==> config.mk <==
export PLATFORM = sky130hd
export DESIGN_NAME = e1ra_alarm_top
export DESIGN_NICKNAME = d
export VERILOG_FILES = /design/src/include/e1ra_pkg.sv /design/src/include/e1ra_bit_if.sv /design/src/hdl/e1ra_alarm_top.sv /design/src/hdl/e1ra_los_det.sv
export SDC_FILE = /design/constraint.sdc
export NUM_CORES = 1
export LEC_CHECK = 0
export BUFFER_PORTS_ARGS = -buffer_cell sky130_fd_sc_hd__buf_4
export CAP_MARGIN = 10
export CORE_MARGIN = 3
export CORE_UTILIZATION = 45
export DETAILED_ROUTE_END_ITERATION = 16
export HOLD_SLACK_MARGIN = 0.02
export PLACE_DENSITY = 0.65
export SYNTH_ARGS = -nofsm -noshare
export SYNTH_HDL_FRONTEND = slang
export SYNTH_SLANG_ARGS = --single-unit
export TNS_END_PERCENT = 10
==> constraint.sdc <==
create_clock -name sys_clk_i -period 2.55 [get_ports sys_clk_i]
set_clock_uncertainty 0.15 [all_clocks]
set_input_delay 0.3825 -clock sys_clk_i [delete_from_list [all_inputs] [get_ports sys_clk_i]]
set_output_delay 0.3825 -clock sys_clk_i [all_outputs]
set_load 0.05 [all_outputs]
==> src/include/e1ra_pkg.sv <==
package e1ra_pkg;

   // ------------------------------------------------------------
   // Register port
   // ------------------------------------------------------------
   localparam int ADDR_W = 5;
   localparam int DATA_W = 8;

   localparam logic [ADDR_W-1:0] ALARM_STATUS_ONE_OFFS      = 5'h19;
   localparam logic [ADDR_W-1:0] SA6_CHANGE_REPORT_OFFS     = 5'h1a;
   localparam logic [ADDR_W-1:0] DEVICE_IDENTIFICATION_OFFS = 5'h1f;
   localparam logic [ADDR_W-1:0] ALARM_CONTROL_OFFS         = 5'h10;
   localparam logic [ADDR_W-1:0] IRQ_STATUS_OFFS            = 5'h11;
   localparam logic [ADDR_W-1:0] IRQ_CLEAR_OFFS             = 5'h12;
   localparam logic [ADDR_W-1:0] IRQ_ENABLE_OFFS            = 5'h13;

   // ------------------------------------------------------------
   // Field positions
   // ------------------------------------------------------------
   localparam int STS_SUBMF1_CRC_ERR_BIT   = 7;
   localparam int STS_SUBMF2_CRC_ERR_BIT   = 6;
   localparam int STS_REMOTE_MF_FAIL_BIT   = 5;
   localparam int STS_LOSS_OF_SIGNAL_BIT   = 4;
   localparam int STS_CH16_ALL_ONES_BIT    = 3;
   localparam int STS_ALL_ONES_ALARM_BIT   = 2;
   localparam int STS_REMOTE_ALARM_BIT     = 1;
   localparam int STS_RAI_AND_CRC_ERR_BIT  = 0;

   localparam int SA6_REPORT_SA5_BIT       = 7;
   localparam int SA6_REPORT_NIBBLE_LSB    = 3;
   localparam int SA6_REPORT_EIGHT_BIT     = 1;
   localparam int SA6_REPORT_CHANGE_BIT    = 0;

   localparam int CTRL_AIS_SELECT_BIT      = 0;

   localparam int IRQ_LOS_BIT              = 0;
   localparam int IRQ_AIS_BIT              = 1;
   localparam int IRQ_RAI_BIT              = 2;
   localparam int IRQ_REMOTE_MF_GEN_FAIL_BIT            = 3;
   localparam int IRQ_EIGHT_SAME_BIT       = 4;
   localparam int IRQ_NIBBLE_CHANGE_BIT    = 5;
   localparam int IRQ_CRC_ERR_BIT          = 6;
   localparam int IRQ_CH16_AIS_BIT         = 7;

   // ------------------------------------------------------------
   // Reset values and counts
   // ------------------------------------------------------------
   localparam logic [DATA_W-1:0] STATUS_RESET     = 8'h00;
   localparam logic [DATA_W-1:0] CTRL_RESET       = 8'h00;
   localparam logic [DATA_W-1:0] IRQ_ENABLE_RESET = 8'h00;

   localparam logic [7:0] LOS_ZERO_RUN    = 8'hff;
   localparam logic [7:0] LOS_WINDOW_LEN  = 8'hff;
   localparam logic [7:0] LOS_MIN_ONES    = 8'h20;
   localparam logic [9:0] EBIT_ERR_LIMIT  = 10'h3dd;
   localparam logic [2:0] REMOTE_MF_GEN_FAIL_SECONDS   = 3'h5;
   localparam logic [8:0] AIS_WINDOW_LAST = 9'h1ff;
   localparam logic [1:0] AIS_MAX_ZEROS   = 2'h2;
   localparam logic [3:0] SA6_REPEAT      = 4'h8;

   typedef enum logic [1:0] {
      LOS_IDLE   = 2'b00,
      LOS_ACTIVE = 2'b01,
      LOS_WINDOW = 2'b10
   } e1ra_los_state_t;

   function automatic logic [7:0] e1ra_sat_inc8(input logic [7:0] v);
      e1ra_sat_inc8 = (v == 8'hff) ? v : v + 8'h01;
   endfunction

endpackage

==> src/include/e1ra_bit_if.sv <==
interface e1ra_bit_if;
   logic bit_en;
   logic bit_val;
   logic los;

   modport src (output bit_en, output bit_val, input los);
   modport det (input bit_en, input bit_val, output los);
endinterface

==> src/hdl/e1ra_alarm_top.sv <==
// What this block does
// - Submultiframe 1 CRC error bit follows each submultiframe 1 check result.
// - Submultiframe 2 CRC error bit follows each submultiframe 2 check result.
// - Remote failure set after five seconds of E-bit errors over 989, no RAI, aligned.
// - Loss of signal after 255 consecutive zero bits.
// - Loss of signal ends after 255-bit window from a pulse with 12.5% ones.
// - Channel 16 all-ones bit follows channel 16 pattern, evaluated each frame.
// - All-ones alarm bit set on valid AIS, criterion picked by a control bit.
// - Remote alarm bit follows the A bit on each non-alignment frame.
// - Combined bit set for RAI with continuous CRC errors, updated per multiframe.
// - Eighth identical Sa6 nibble raises a flag and latches Sa5 and nibble.
// - Sa6 change flag rises when a nibble differs from the previous one.
// - Reading the Sa6 report clears its latched bits and both flags.
//
// Strobed register access was chosen for this implementation.
module e1ra_alarm_top #(
   // Arbitrary value, not a real device code
   parameter logic [7:0] DEVICE_CODE = 8'h5c
) (
   input  wire logic                         sys_clk_i,
   input  wire logic                         rst_i,
   input  wire logic [e1ra_pkg::ADDR_W-1:0]  reg_addr_i,
   input  wire logic [e1ra_pkg::DATA_W-1:0]  reg_wdata_i,
   input  wire logic                         reg_wr_i,
   input  wire logic                         reg_rd_i,
   output logic      [e1ra_pkg::DATA_W-1:0]  reg_rdata_o,
   output logic                              irq_o,
   input  wire logic                         rx_bit_en_i,
   input  wire logic                         rx_bit_i,
   input  wire logic                         submf_done_i,
   input  wire logic                         submf_second_i,
   input  wire logic                         submf_crc_fail_i,
   input  wire logic                         ebit_err_i,
   input  wire logic                         second_tick_i,
   input  wire logic                         frame_sync_lost_i,
   input  wire logic                         nfas_frame_i,
   input  wire logic                         a_bit_i,
   input  wire logic                         frame_end_i,
   input  wire logic                         ch16_all_ones_i,
   input  wire logic                         multiframe_end_i,
   input  wire logic                         crc_continuous_err_i,
   input  wire logic                         sa6_nibble_valid_i,
   input  wire logic [3:0]                   sa6_nibble_i,
   input  wire logic                         sa5_bit_i
);
   import e1ra_pkg::*;

   // ------------------------------------------------------------
   // State
   // ------------------------------------------------------------
   logic              submf1_crc_err_reg;
   logic              submf2_crc_err_reg;
   logic              remote_mf_gen_fail_reg;
   logic              ch16_all_ones_status_reg;
   logic              all_ones_alarm_status_reg;
   logic              remote_alarm_status_reg;
   logic              rai_and_crc_err_status_reg;
   logic [9:0]        ebit_cnt_reg;
   logic              sec_rai_seen_reg;
   logic              sec_sync_lost_reg;
   logic [2:0]        good_secs_reg;
   logic [8:0]        ais_pos_reg;
   logic [1:0]        ais_zeros_reg;
   logic              ais_prev_ok_reg;
   logic [3:0]        sa6_prev_reg;
   logic              sa6_prev_valid_reg;
   logic [3:0]        sa6_repeat_reg;
   logic              sa5_latched_reg;
   logic [3:0]        nibble_latched_reg;
   logic              eight_same_nibble_flag_reg;
   logic              nibble_change_flag_reg;
   logic [DATA_W-1:0] ctrl_reg;
   logic [DATA_W-1:0] irq_status_reg;
   logic [DATA_W-1:0] irq_enable_reg;
   logic [DATA_W-1:0] rdata_reg;
   logic              los_prev_reg;
   logic              ais_prev_reg;
   logic              rai_prev_reg;
   logic              remote_mf_gen_fail_prev_reg;
   logic              ch16_prev_reg;

   // ------------------------------------------------------------
   // Loss of signal detector
   // ------------------------------------------------------------
   e1ra_bit_if los_link ();

   assign los_link.bit_en  = rx_bit_en_i;
   assign los_link.bit_val = rx_bit_i;

   e1ra_los_det u_los_det (
      .sys_clk_i (sys_clk_i),
      .rst_i     (rst_i),
      .line      (los_link.det)
   );

   wire logic loss_of_signal = los_link.los;

   // ------------------------------------------------------------
   // Register decode
   // ------------------------------------------------------------
   wire logic wr_ctrl    = reg_wr_i && (reg_addr_i == ALARM_CONTROL_OFFS);
   wire logic wr_irq_clr = reg_wr_i && (reg_addr_i == IRQ_CLEAR_OFFS);
   wire logic wr_irq_en  = reg_wr_i && (reg_addr_i == IRQ_ENABLE_OFFS);
   wire logic rd_sa6     = reg_rd_i && (reg_addr_i == SA6_CHANGE_REPORT_OFFS);
   wire logic ais_criterion_select = ctrl_reg[CTRL_AIS_SELECT_BIT];

   wire logic [DATA_W-1:0] alarm_status_one = {
      submf1_crc_err_reg, submf2_crc_err_reg, remote_mf_gen_fail_reg, loss_of_signal,
      ch16_all_ones_status_reg, all_ones_alarm_status_reg, remote_alarm_status_reg,
      rai_and_crc_err_status_reg};

   wire logic [DATA_W-1:0] sa6_change_report = {
      sa5_latched_reg, nibble_latched_reg, 1'b0,
      eight_same_nibble_flag_reg, nibble_change_flag_reg};

   // Unmapped and write-only addresses read as zero
   wire logic [DATA_W-1:0] read_mux =
      (reg_addr_i == ALARM_STATUS_ONE_OFFS)      ? alarm_status_one  :
      (reg_addr_i == SA6_CHANGE_REPORT_OFFS)     ? sa6_change_report :
      (reg_addr_i == DEVICE_IDENTIFICATION_OFFS) ? DEVICE_CODE       :
      (reg_addr_i == ALARM_CONTROL_OFFS)         ? ctrl_reg          :
      (reg_addr_i == IRQ_STATUS_OFFS)            ? irq_status_reg    :
      (reg_addr_i == IRQ_ENABLE_OFFS)            ? irq_enable_reg    : 8'h00;

   // ------------------------------------------------------------
   // Remote failure evaluation
   // ------------------------------------------------------------
   wire logic [9:0] ebit_cnt_next = (ebit_err_i && ebit_cnt_reg != 10'h3ff) ?
                                    ebit_cnt_reg + 10'h001 : ebit_cnt_reg;
   wire logic       rai_now       = nfas_frame_i ? a_bit_i : remote_alarm_status_reg;
   wire logic       sec_good      = (ebit_cnt_next > EBIT_ERR_LIMIT) &&
                                    !(sec_rai_seen_reg || rai_now) &&
                                    !(sec_sync_lost_reg || frame_sync_lost_i);
   wire logic [2:0] good_secs_next = !sec_good ? 3'h0 :
                                     (good_secs_reg == REMOTE_MF_GEN_FAIL_SECONDS) ? good_secs_reg :
                                     good_secs_reg + 3'h1;

   // ------------------------------------------------------------
   // AIS window
   // ------------------------------------------------------------
   wire logic [1:0] ais_zeros_next = (rx_bit_i || ais_zeros_reg == 2'h3) ?
                                     ais_zeros_reg : ais_zeros_reg + 2'h1;
   wire logic       ais_window_end = (ais_pos_reg == AIS_WINDOW_LAST);
   wire logic       ais_window_ok  = (ais_zeros_next <= AIS_MAX_ZEROS);

   // ------------------------------------------------------------
   // Sa6 nibble tracking
   // ------------------------------------------------------------
   wire logic       sa6_same      = sa6_prev_valid_reg && (sa6_nibble_i == sa6_prev_reg);
   wire logic       sa6_change    = sa6_nibble_valid_i && sa6_prev_valid_reg && !sa6_same;
   wire logic [3:0] sa6_repeat_next = !sa6_same ? 4'h1 :
                                      (sa6_repeat_reg == SA6_REPEAT) ? sa6_repeat_reg :
                                      sa6_repeat_reg + 4'h1;
   wire logic       sa6_eighth    = sa6_nibble_valid_i && sa6_same &&
                                    (sa6_repeat_reg == SA6_REPEAT - 4'h1);

   // ------------------------------------------------------------
   // Interrupt events
   // ------------------------------------------------------------
   wire logic [DATA_W-1:0] irq_events = {
      ch16_all_ones_status_reg && !ch16_prev_reg,
      submf_done_i && submf_crc_fail_i,
      sa6_change,
      sa6_eighth,
      remote_mf_gen_fail_reg && !remote_mf_gen_fail_prev_reg,
      remote_alarm_status_reg && !rai_prev_reg,
      all_ones_alarm_status_reg && !ais_prev_reg,
      loss_of_signal && !los_prev_reg};

   // ------------------------------------------------------------
   // Alarm status
   // ------------------------------------------------------------
   always_ff @(posedge sys_clk_i) begin
      if (rst_i) begin
         submf1_crc_err_reg         <= STATUS_RESET[STS_SUBMF1_CRC_ERR_BIT];
         submf2_crc_err_reg         <= STATUS_RESET[STS_SUBMF2_CRC_ERR_BIT];
         ch16_all_ones_status_reg   <= STATUS_RESET[STS_CH16_ALL_ONES_BIT];
         remote_alarm_status_reg    <= STATUS_RESET[STS_REMOTE_ALARM_BIT];
         rai_and_crc_err_status_reg <= STATUS_RESET[STS_RAI_AND_CRC_ERR_BIT];
      end else begin
         if (submf_done_i && !submf_second_i) submf1_crc_err_reg <= submf_crc_fail_i;
         if (submf_done_i && submf_second_i) submf2_crc_err_reg <= submf_crc_fail_i;
         if (frame_end_i) ch16_all_ones_status_reg <= ch16_all_ones_i;
         if (nfas_frame_i) remote_alarm_status_reg <= a_bit_i;
         if (multiframe_end_i) begin
            rai_and_crc_err_status_reg <= remote_alarm_status_reg && crc_continuous_err_i;
         end
      end
   end

   always_ff @(posedge sys_clk_i) begin
      if (rst_i) begin
         ebit_cnt_reg           <= 10'h000;
         sec_rai_seen_reg       <= 1'b0;
         sec_sync_lost_reg      <= 1'b0;
         good_secs_reg          <= 3'h0;
         remote_mf_gen_fail_reg <= STATUS_RESET[STS_REMOTE_MF_FAIL_BIT];
      end else if (second_tick_i) begin
         ebit_cnt_reg           <= 10'h000;
         sec_rai_seen_reg       <= 1'b0;
         sec_sync_lost_reg      <= 1'b0;
         good_secs_reg          <= good_secs_next;
         remote_mf_gen_fail_reg <= (good_secs_next == REMOTE_MF_GEN_FAIL_SECONDS);
      end else begin
         ebit_cnt_reg      <= ebit_cnt_next;
         sec_rai_seen_reg  <= sec_rai_seen_reg || rai_now;
         sec_sync_lost_reg <= sec_sync_lost_reg || frame_sync_lost_i;
      end
   end

   // Two-window mode trades detection latency for fewer false alarms
   always_ff @(posedge sys_clk_i) begin
      if (rst_i) begin
         ais_pos_reg               <= 9'h000;
         ais_zeros_reg             <= 2'h0;
         ais_prev_ok_reg           <= 1'b0;
         all_ones_alarm_status_reg <= STATUS_RESET[STS_ALL_ONES_ALARM_BIT];
      end else if (rx_bit_en_i) begin
         ais_pos_reg <= ais_pos_reg + 9'h001;
         if (ais_window_end) begin
            ais_zeros_reg   <= 2'h0;
            ais_prev_ok_reg <= ais_window_ok;
            all_ones_alarm_status_reg <= ais_criterion_select ?
                                         (ais_window_ok && ais_prev_ok_reg) : ais_window_ok;
         end else begin
            ais_zeros_reg <= ais_zeros_next;
         end
      end
   end

   // ------------------------------------------------------------
   // Sa6 report
   // ------------------------------------------------------------
   always_ff @(posedge sys_clk_i) begin
      if (rst_i) begin
         sa6_prev_reg               <= 4'h0;
         sa6_prev_valid_reg         <= 1'b0;
         sa6_repeat_reg             <= 4'h0;
         sa5_latched_reg            <= 1'b0;
         nibble_latched_reg         <= 4'h0;
         eight_same_nibble_flag_reg <= 1'b0;
         nibble_change_flag_reg     <= 1'b0;
      end else begin
         if (sa6_nibble_valid_i) begin
            sa6_prev_reg       <= sa6_nibble_i;
            sa6_prev_valid_reg <= 1'b1;
            sa6_repeat_reg     <= sa6_repeat_next;
         end
         // A new event in the read cycle survives the clear
         if (sa6_eighth) begin
            sa5_latched_reg            <= sa5_bit_i;
            nibble_latched_reg         <= sa6_nibble_i;
            eight_same_nibble_flag_reg <= 1'b1;
         end else if (rd_sa6) begin
            sa5_latched_reg            <= 1'b0;
            nibble_latched_reg         <= 4'h0;
            eight_same_nibble_flag_reg <= 1'b0;
         end
         nibble_change_flag_reg <= sa6_change || (nibble_change_flag_reg && !rd_sa6);
      end
   end

   // ------------------------------------------------------------
   // Control, interrupts and read port
   // ------------------------------------------------------------
   always_ff @(posedge sys_clk_i) begin
      if (rst_i) begin
         ctrl_reg       <= CTRL_RESET;
         irq_enable_reg <= IRQ_ENABLE_RESET;
         irq_status_reg <= 8'h00;
         rdata_reg      <= 8'h00;
         los_prev_reg   <= 1'b0;
         ais_prev_reg   <= 1'b0;
         rai_prev_reg   <= 1'b0;
         remote_mf_gen_fail_prev_reg <= 1'b0;
         ch16_prev_reg  <= 1'b0;
      end else begin
         // Only control and interrupt registers are writable
         if (wr_ctrl) ctrl_reg <= reg_wdata_i;
         if (wr_irq_en) irq_enable_reg <= reg_wdata_i;
         irq_status_reg <= irq_events | (irq_status_reg & ~(wr_irq_clr ? reg_wdata_i : 8'h00));
         rdata_reg      <= reg_rd_i ? read_mux : 8'h00;
         los_prev_reg   <= loss_of_signal;
         ais_prev_reg   <= all_ones_alarm_status_reg;
         rai_prev_reg   <= remote_alarm_status_reg;
         remote_mf_gen_fail_prev_reg <= remote_mf_gen_fail_reg;
         ch16_prev_reg  <= ch16_all_ones_status_reg;
      end
   end

   assign reg_rdata_o = rdata_reg;
   assign irq_o       = |(irq_status_reg & irq_enable_reg);

endmodule

==> src/hdl/e1ra_los_det.sv <==
module e1ra_los_det (
   input  wire logic  sys_clk_i,
   input  wire logic  rst_i,
   e1ra_bit_if.det    line
);
   import e1ra_pkg::*;

   e1ra_los_state_t state_reg;
   logic [7:0]      zero_run_reg;
   logic [7:0]      pos_reg;
   logic [7:0]      ones_reg;

   wire logic [7:0] zero_run_next = line.bit_val ? 8'h00 : e1ra_sat_inc8(zero_run_reg);
   wire logic [7:0] ones_next     = line.bit_val ? e1ra_sat_inc8(ones_reg) : ones_reg;
   wire logic       zero_run_hit  = (zero_run_next == LOS_ZERO_RUN);
   wire logic       window_last   = (pos_reg == LOS_WINDOW_LEN - 8'h01);
   wire logic       density_ok    = (ones_next >= LOS_MIN_ONES);

   // ------------------------------------------------------------
   // Detector
   // ------------------------------------------------------------
   always_ff @(posedge sys_clk_i) begin
      if (rst_i) begin
         state_reg    <= LOS_IDLE;
         zero_run_reg <= 8'h00;
         pos_reg      <= 8'h00;
         ones_reg     <= 8'h00;
      end else if (line.bit_en) begin
         case (state_reg)
            LOS_IDLE: begin
               zero_run_reg <= zero_run_next;
               if (zero_run_hit) state_reg <= LOS_ACTIVE;
            end
            LOS_ACTIVE: begin
               // Window only opens on a pulse
               if (line.bit_val) begin
                  state_reg <= LOS_WINDOW;
                  pos_reg   <= 8'h01;
                  ones_reg  <= 8'h01;
               end
            end
            LOS_WINDOW: begin
               pos_reg  <= pos_reg + 8'h01;
               ones_reg <= ones_next;
               if (window_last) begin
                  // Failed window waits for the next pulse
                  state_reg    <= density_ok ? LOS_IDLE : LOS_ACTIVE;
                  zero_run_reg <= 8'h00;
               end
            end
            default: state_reg <= LOS_IDLE;
         endcase
      end
   end

   assign line.los = (state_reg != LOS_IDLE);

endmodule

==> metrics.md <==
| Metric | Value |
|---|---|
| Status | finished clean |
| Xor/xnor share of the synthesized area | 0.0281 |
| Drt initial violations | 395 |
| Layout filler cell count | approximately 1000 |
| Most used DFF post-synth | dfxtp_1 |
| Number of post-CTS setup repair buffers | 0 |
| Hold_buf cts | 0 |
| # rows | 38 |
| DRC | 0 |
| Placed insts | between 700 and 800 |
| Number of flip-flops in the largest register | 10 |
| Seq/Total Area, Yosys | 0.427 |
| R2R cell count | 7 |
| Routability Congestion | approximately 0.84 |
| EDFF count, synth | 0 |
| Post-synthesis mux area share | 0.0827 |
| Dpl ws | slightly above 0.2 ns |
| Post-Route Setup TNS | 0 ns |
| Vias | approximately 4600 |
| CTS root buffer | clkbuf_16 |
| Path category of the worst min-delay check | primary input to flip-flop |
| Clock Tree Buf Depth | 2 |
| Count of final hold-check violations | 0 |
| Most frequent cells in the layout | dfxtp_1, nor2_1, nand2_1, buf_4, a21oi_1 |
| Total Routing Usage GR | 0.193 |
| Placed Area | slightly below 6000 um^2 |
| Simple-gate share of the synthesized area | 0.256 |
| Leakage Power | roughly 2.5 nW |
| Wire length of the first global-routing pass | a little over 20 mm |
| # port buffers | 45 |
| Post-synthesis register bit count | 113 |
| Vias in the first global route | 4309 |
| TritonRoute pass-1 iters | 5 |
| Startpoint Class | flip-flop |
| YS warnings | 0 |
| Via density | around 5.6 |
| Asr flop ratio synth | 0 |
| Setup ws final | around 0.15 ns |
| Clock Pin Slew Worst Setup and Hold Paths | about 0.050 ns |
| CP endpoint kind | flip-flop |
| Max-Cap Viols | 0 |
| # diodes | 0 |
| Mapped Cells | between 600 and 700 |
| # setup viols final | 0 |
| Total global routing overflow | 0 |
| Final max-slew violation count | 0 |
| Remaining antenna violation count after routing | 0 |
| Post-CTS Resized | 0 |
| CTS tree | yes |
| Dominant combinational cell family by area after synthesis | simple AND/OR/NAND/NOR gates |
| Wire per inst | around 14 um |
| Worst Path Arrival | 2.58 ns |
| Chip width | ~110 um |
| Met3 GRT Util | 0.0523 |
| Minimum clock period | about 2.4 ns |
| Dpl hpwl | between 8 and 9 mm |
| Met1 capacity usage during global routing | 0.256 |
| Max frequency | around 0.42 GHz |
| PD cells | between 700 and 800 nW/um^2 |
| Max VDD drop | 0.000591 V |
| Core Area | 11200 um^2 |
| CTS sink cnt | ~110 |
| Multi-input gate area | ~2900 um^2 |
| Post-Route WL | 11.9 mm |
| Cell variety after synth | 60 |
| Clock insertion delay at the later pin of the skew report | slightly above 0.4 ns |
| Non-Filler Instances | ~800 |
| Layout area overhead | 21.6% |
| GRT busiest layer | met2 |
| WHS | 0.0603 ns |
| Commonest non-fill, non-tap cell in the layout | dfxtp_1 |
| Nets | 719 |
| I/O Pins | 46 |
| Synthesized area per cell | 8.53 um^2 |
| Adder-Cell Fraction of Synth Area | 0.0283 |
| Critical Path RT | between 2 and 3 ns |
| CTS Buf Count | 17 |
| Largest net degree at the start of global routing | 51 |
| Design area | 6440 um^2 |
| Routing usage on met2 | 0.294 |
| H-tree depth reported by CTS | 4 |
| Actual slew at the worst max-slew pin | 0.625 ns |
| Post-synthesis cell area | about 5300 um^2 |
| Initial Util | 0.474 |
| Syn nets | 670 |
| Antenna violations before repair | 0 |
| Seq. cell area | around 2300 um^2 |
| Max Fanout on Critical Path | 6 |
| Synth Area in Compound Gates | 0.154 |
| Hold Crit Depth | 3 |
| Die area | 13100 um^2 |
| Die Y | roughly 110 um |
| Critical path class | flip-flop to flip-flop |
| RSZ-0062 raised after global routing | no |
| Slew margin rel. | 0.582 |
| Layout cells sized above 1 | 0.161 |
| Period utilisation layout | 0.942 |
through the flow:
| step | util | total power [mW] |
|---|---|---|
| final | 0.576 | 4.57 |
| after global routing | 0.576 | 4.72 |
| after floorplan | - | 1.99 |
| after detailed placement | 0.519 | 2.08 |
| after global placement | 0.519 | 2.08 |
| after CTS | 0.576 | 4.61 |
worst max-delay path, stage by stage (launching register included):
cell,delay (ns)
dfxtp_1,0.38
ha_1,0.20
and3_2,0.25
a21oi_2,0.08
or4_4,0.53
a2111oi_4,0.35
a41oi_2,0.19
o22ai_1,0.19
path summary, 6_finish.rpt:
path	start	slack, ns	endpoint
worst min-delay path	frame_sync_lost_i	0.06	sec_sync_lost_reg
worst max register to register	ebit_cnt_reg[0]	0.15	good_secs_reg[1]
worst min register to register	eight_same_nibble_flag_reg	0.31	eight_same_nibble_flag_reg
worst max-delay path	ebit_cnt_reg[0]	0.15	good_secs_reg[1]
power breakdown:
part	internal (mW)	leakage (nW)	switching, mW
Combinational	0.0977	1.23	0.131
Clock	1.72	0.315	0.795
Sequential	1.80	0.915	0.0227
Total	3.62	2.46	0.948
layout make-up:
cell class | count | share of cell area
tap | 140 | 0.0272
clock inverter | 10 | 0.0243
clock buffer | 21 | 0.0746
multi-input combinational | 475 | 0.452
sequential | 113 | 0.351
timing repair buffer | 55 | 0.0661
inverter | 8 | 0.00466
logic make-up (layout without fill, tap and decap cells):
| kind of cell | after synthesis | count (layout) |
|---|---|---|
| AOI/OAI and AO/OA | 127 | 127 |
| adders and majority gates | 12 | 12 |
| muxes | 43 | 43 |
| xor gates and xnor gates | 17 | 17 |
| and+or+nand+nor | 276 | 276 |
| buffers and inverters | 33 | 94 |
| DFF | 113 | 113 |
cell usage after synthesis (3+ instances only):
cell type  count  area share
o21ai_0       28       0.026
xor2_1        12       0.020
nand2_1       58       0.041
or2_2          3      0.0035
and3_2         3      0.0043
a222oi_1       4      0.0076
nor3b_1        3      0.0043
nor2_1        94       0.067
a22oi_1        6      0.0085
or3_1          6      0.0071
nand3b_1       5      0.0071
inv_1          8      0.0057
nor3_1        14       0.013
and3_1         9       0.011
a31oi_1        8      0.0094
ha_1          12       0.028
nand4_1       21       0.025
a21oi_1       49       0.046
o2bb2ai_1      3      0.0050
nand3_1       25       0.024
dfxtp_1      113        0.43
mux2_2         6       0.013
nand2b_1       9       0.011
clkbuf_1      22       0.016
nor2b_1        9       0.011
a22o_1         4      0.0066
nand4b_1       3      0.0050
xnor2_1        5      0.0083
a211oi_1       6      0.0085
mux2i_1       37       0.070
layer usage:
| metal | part of all wire | routed length, um |
|---|---|---|
| met5 | 0 | 0 |
| met4 | 0.011 | 125 |
| met2 | 0.46 | 5410 |
| met3 | 0.043 | 505 |
| met1 | 0.49 | 5810 |
(Power assumes the default switching activity.)
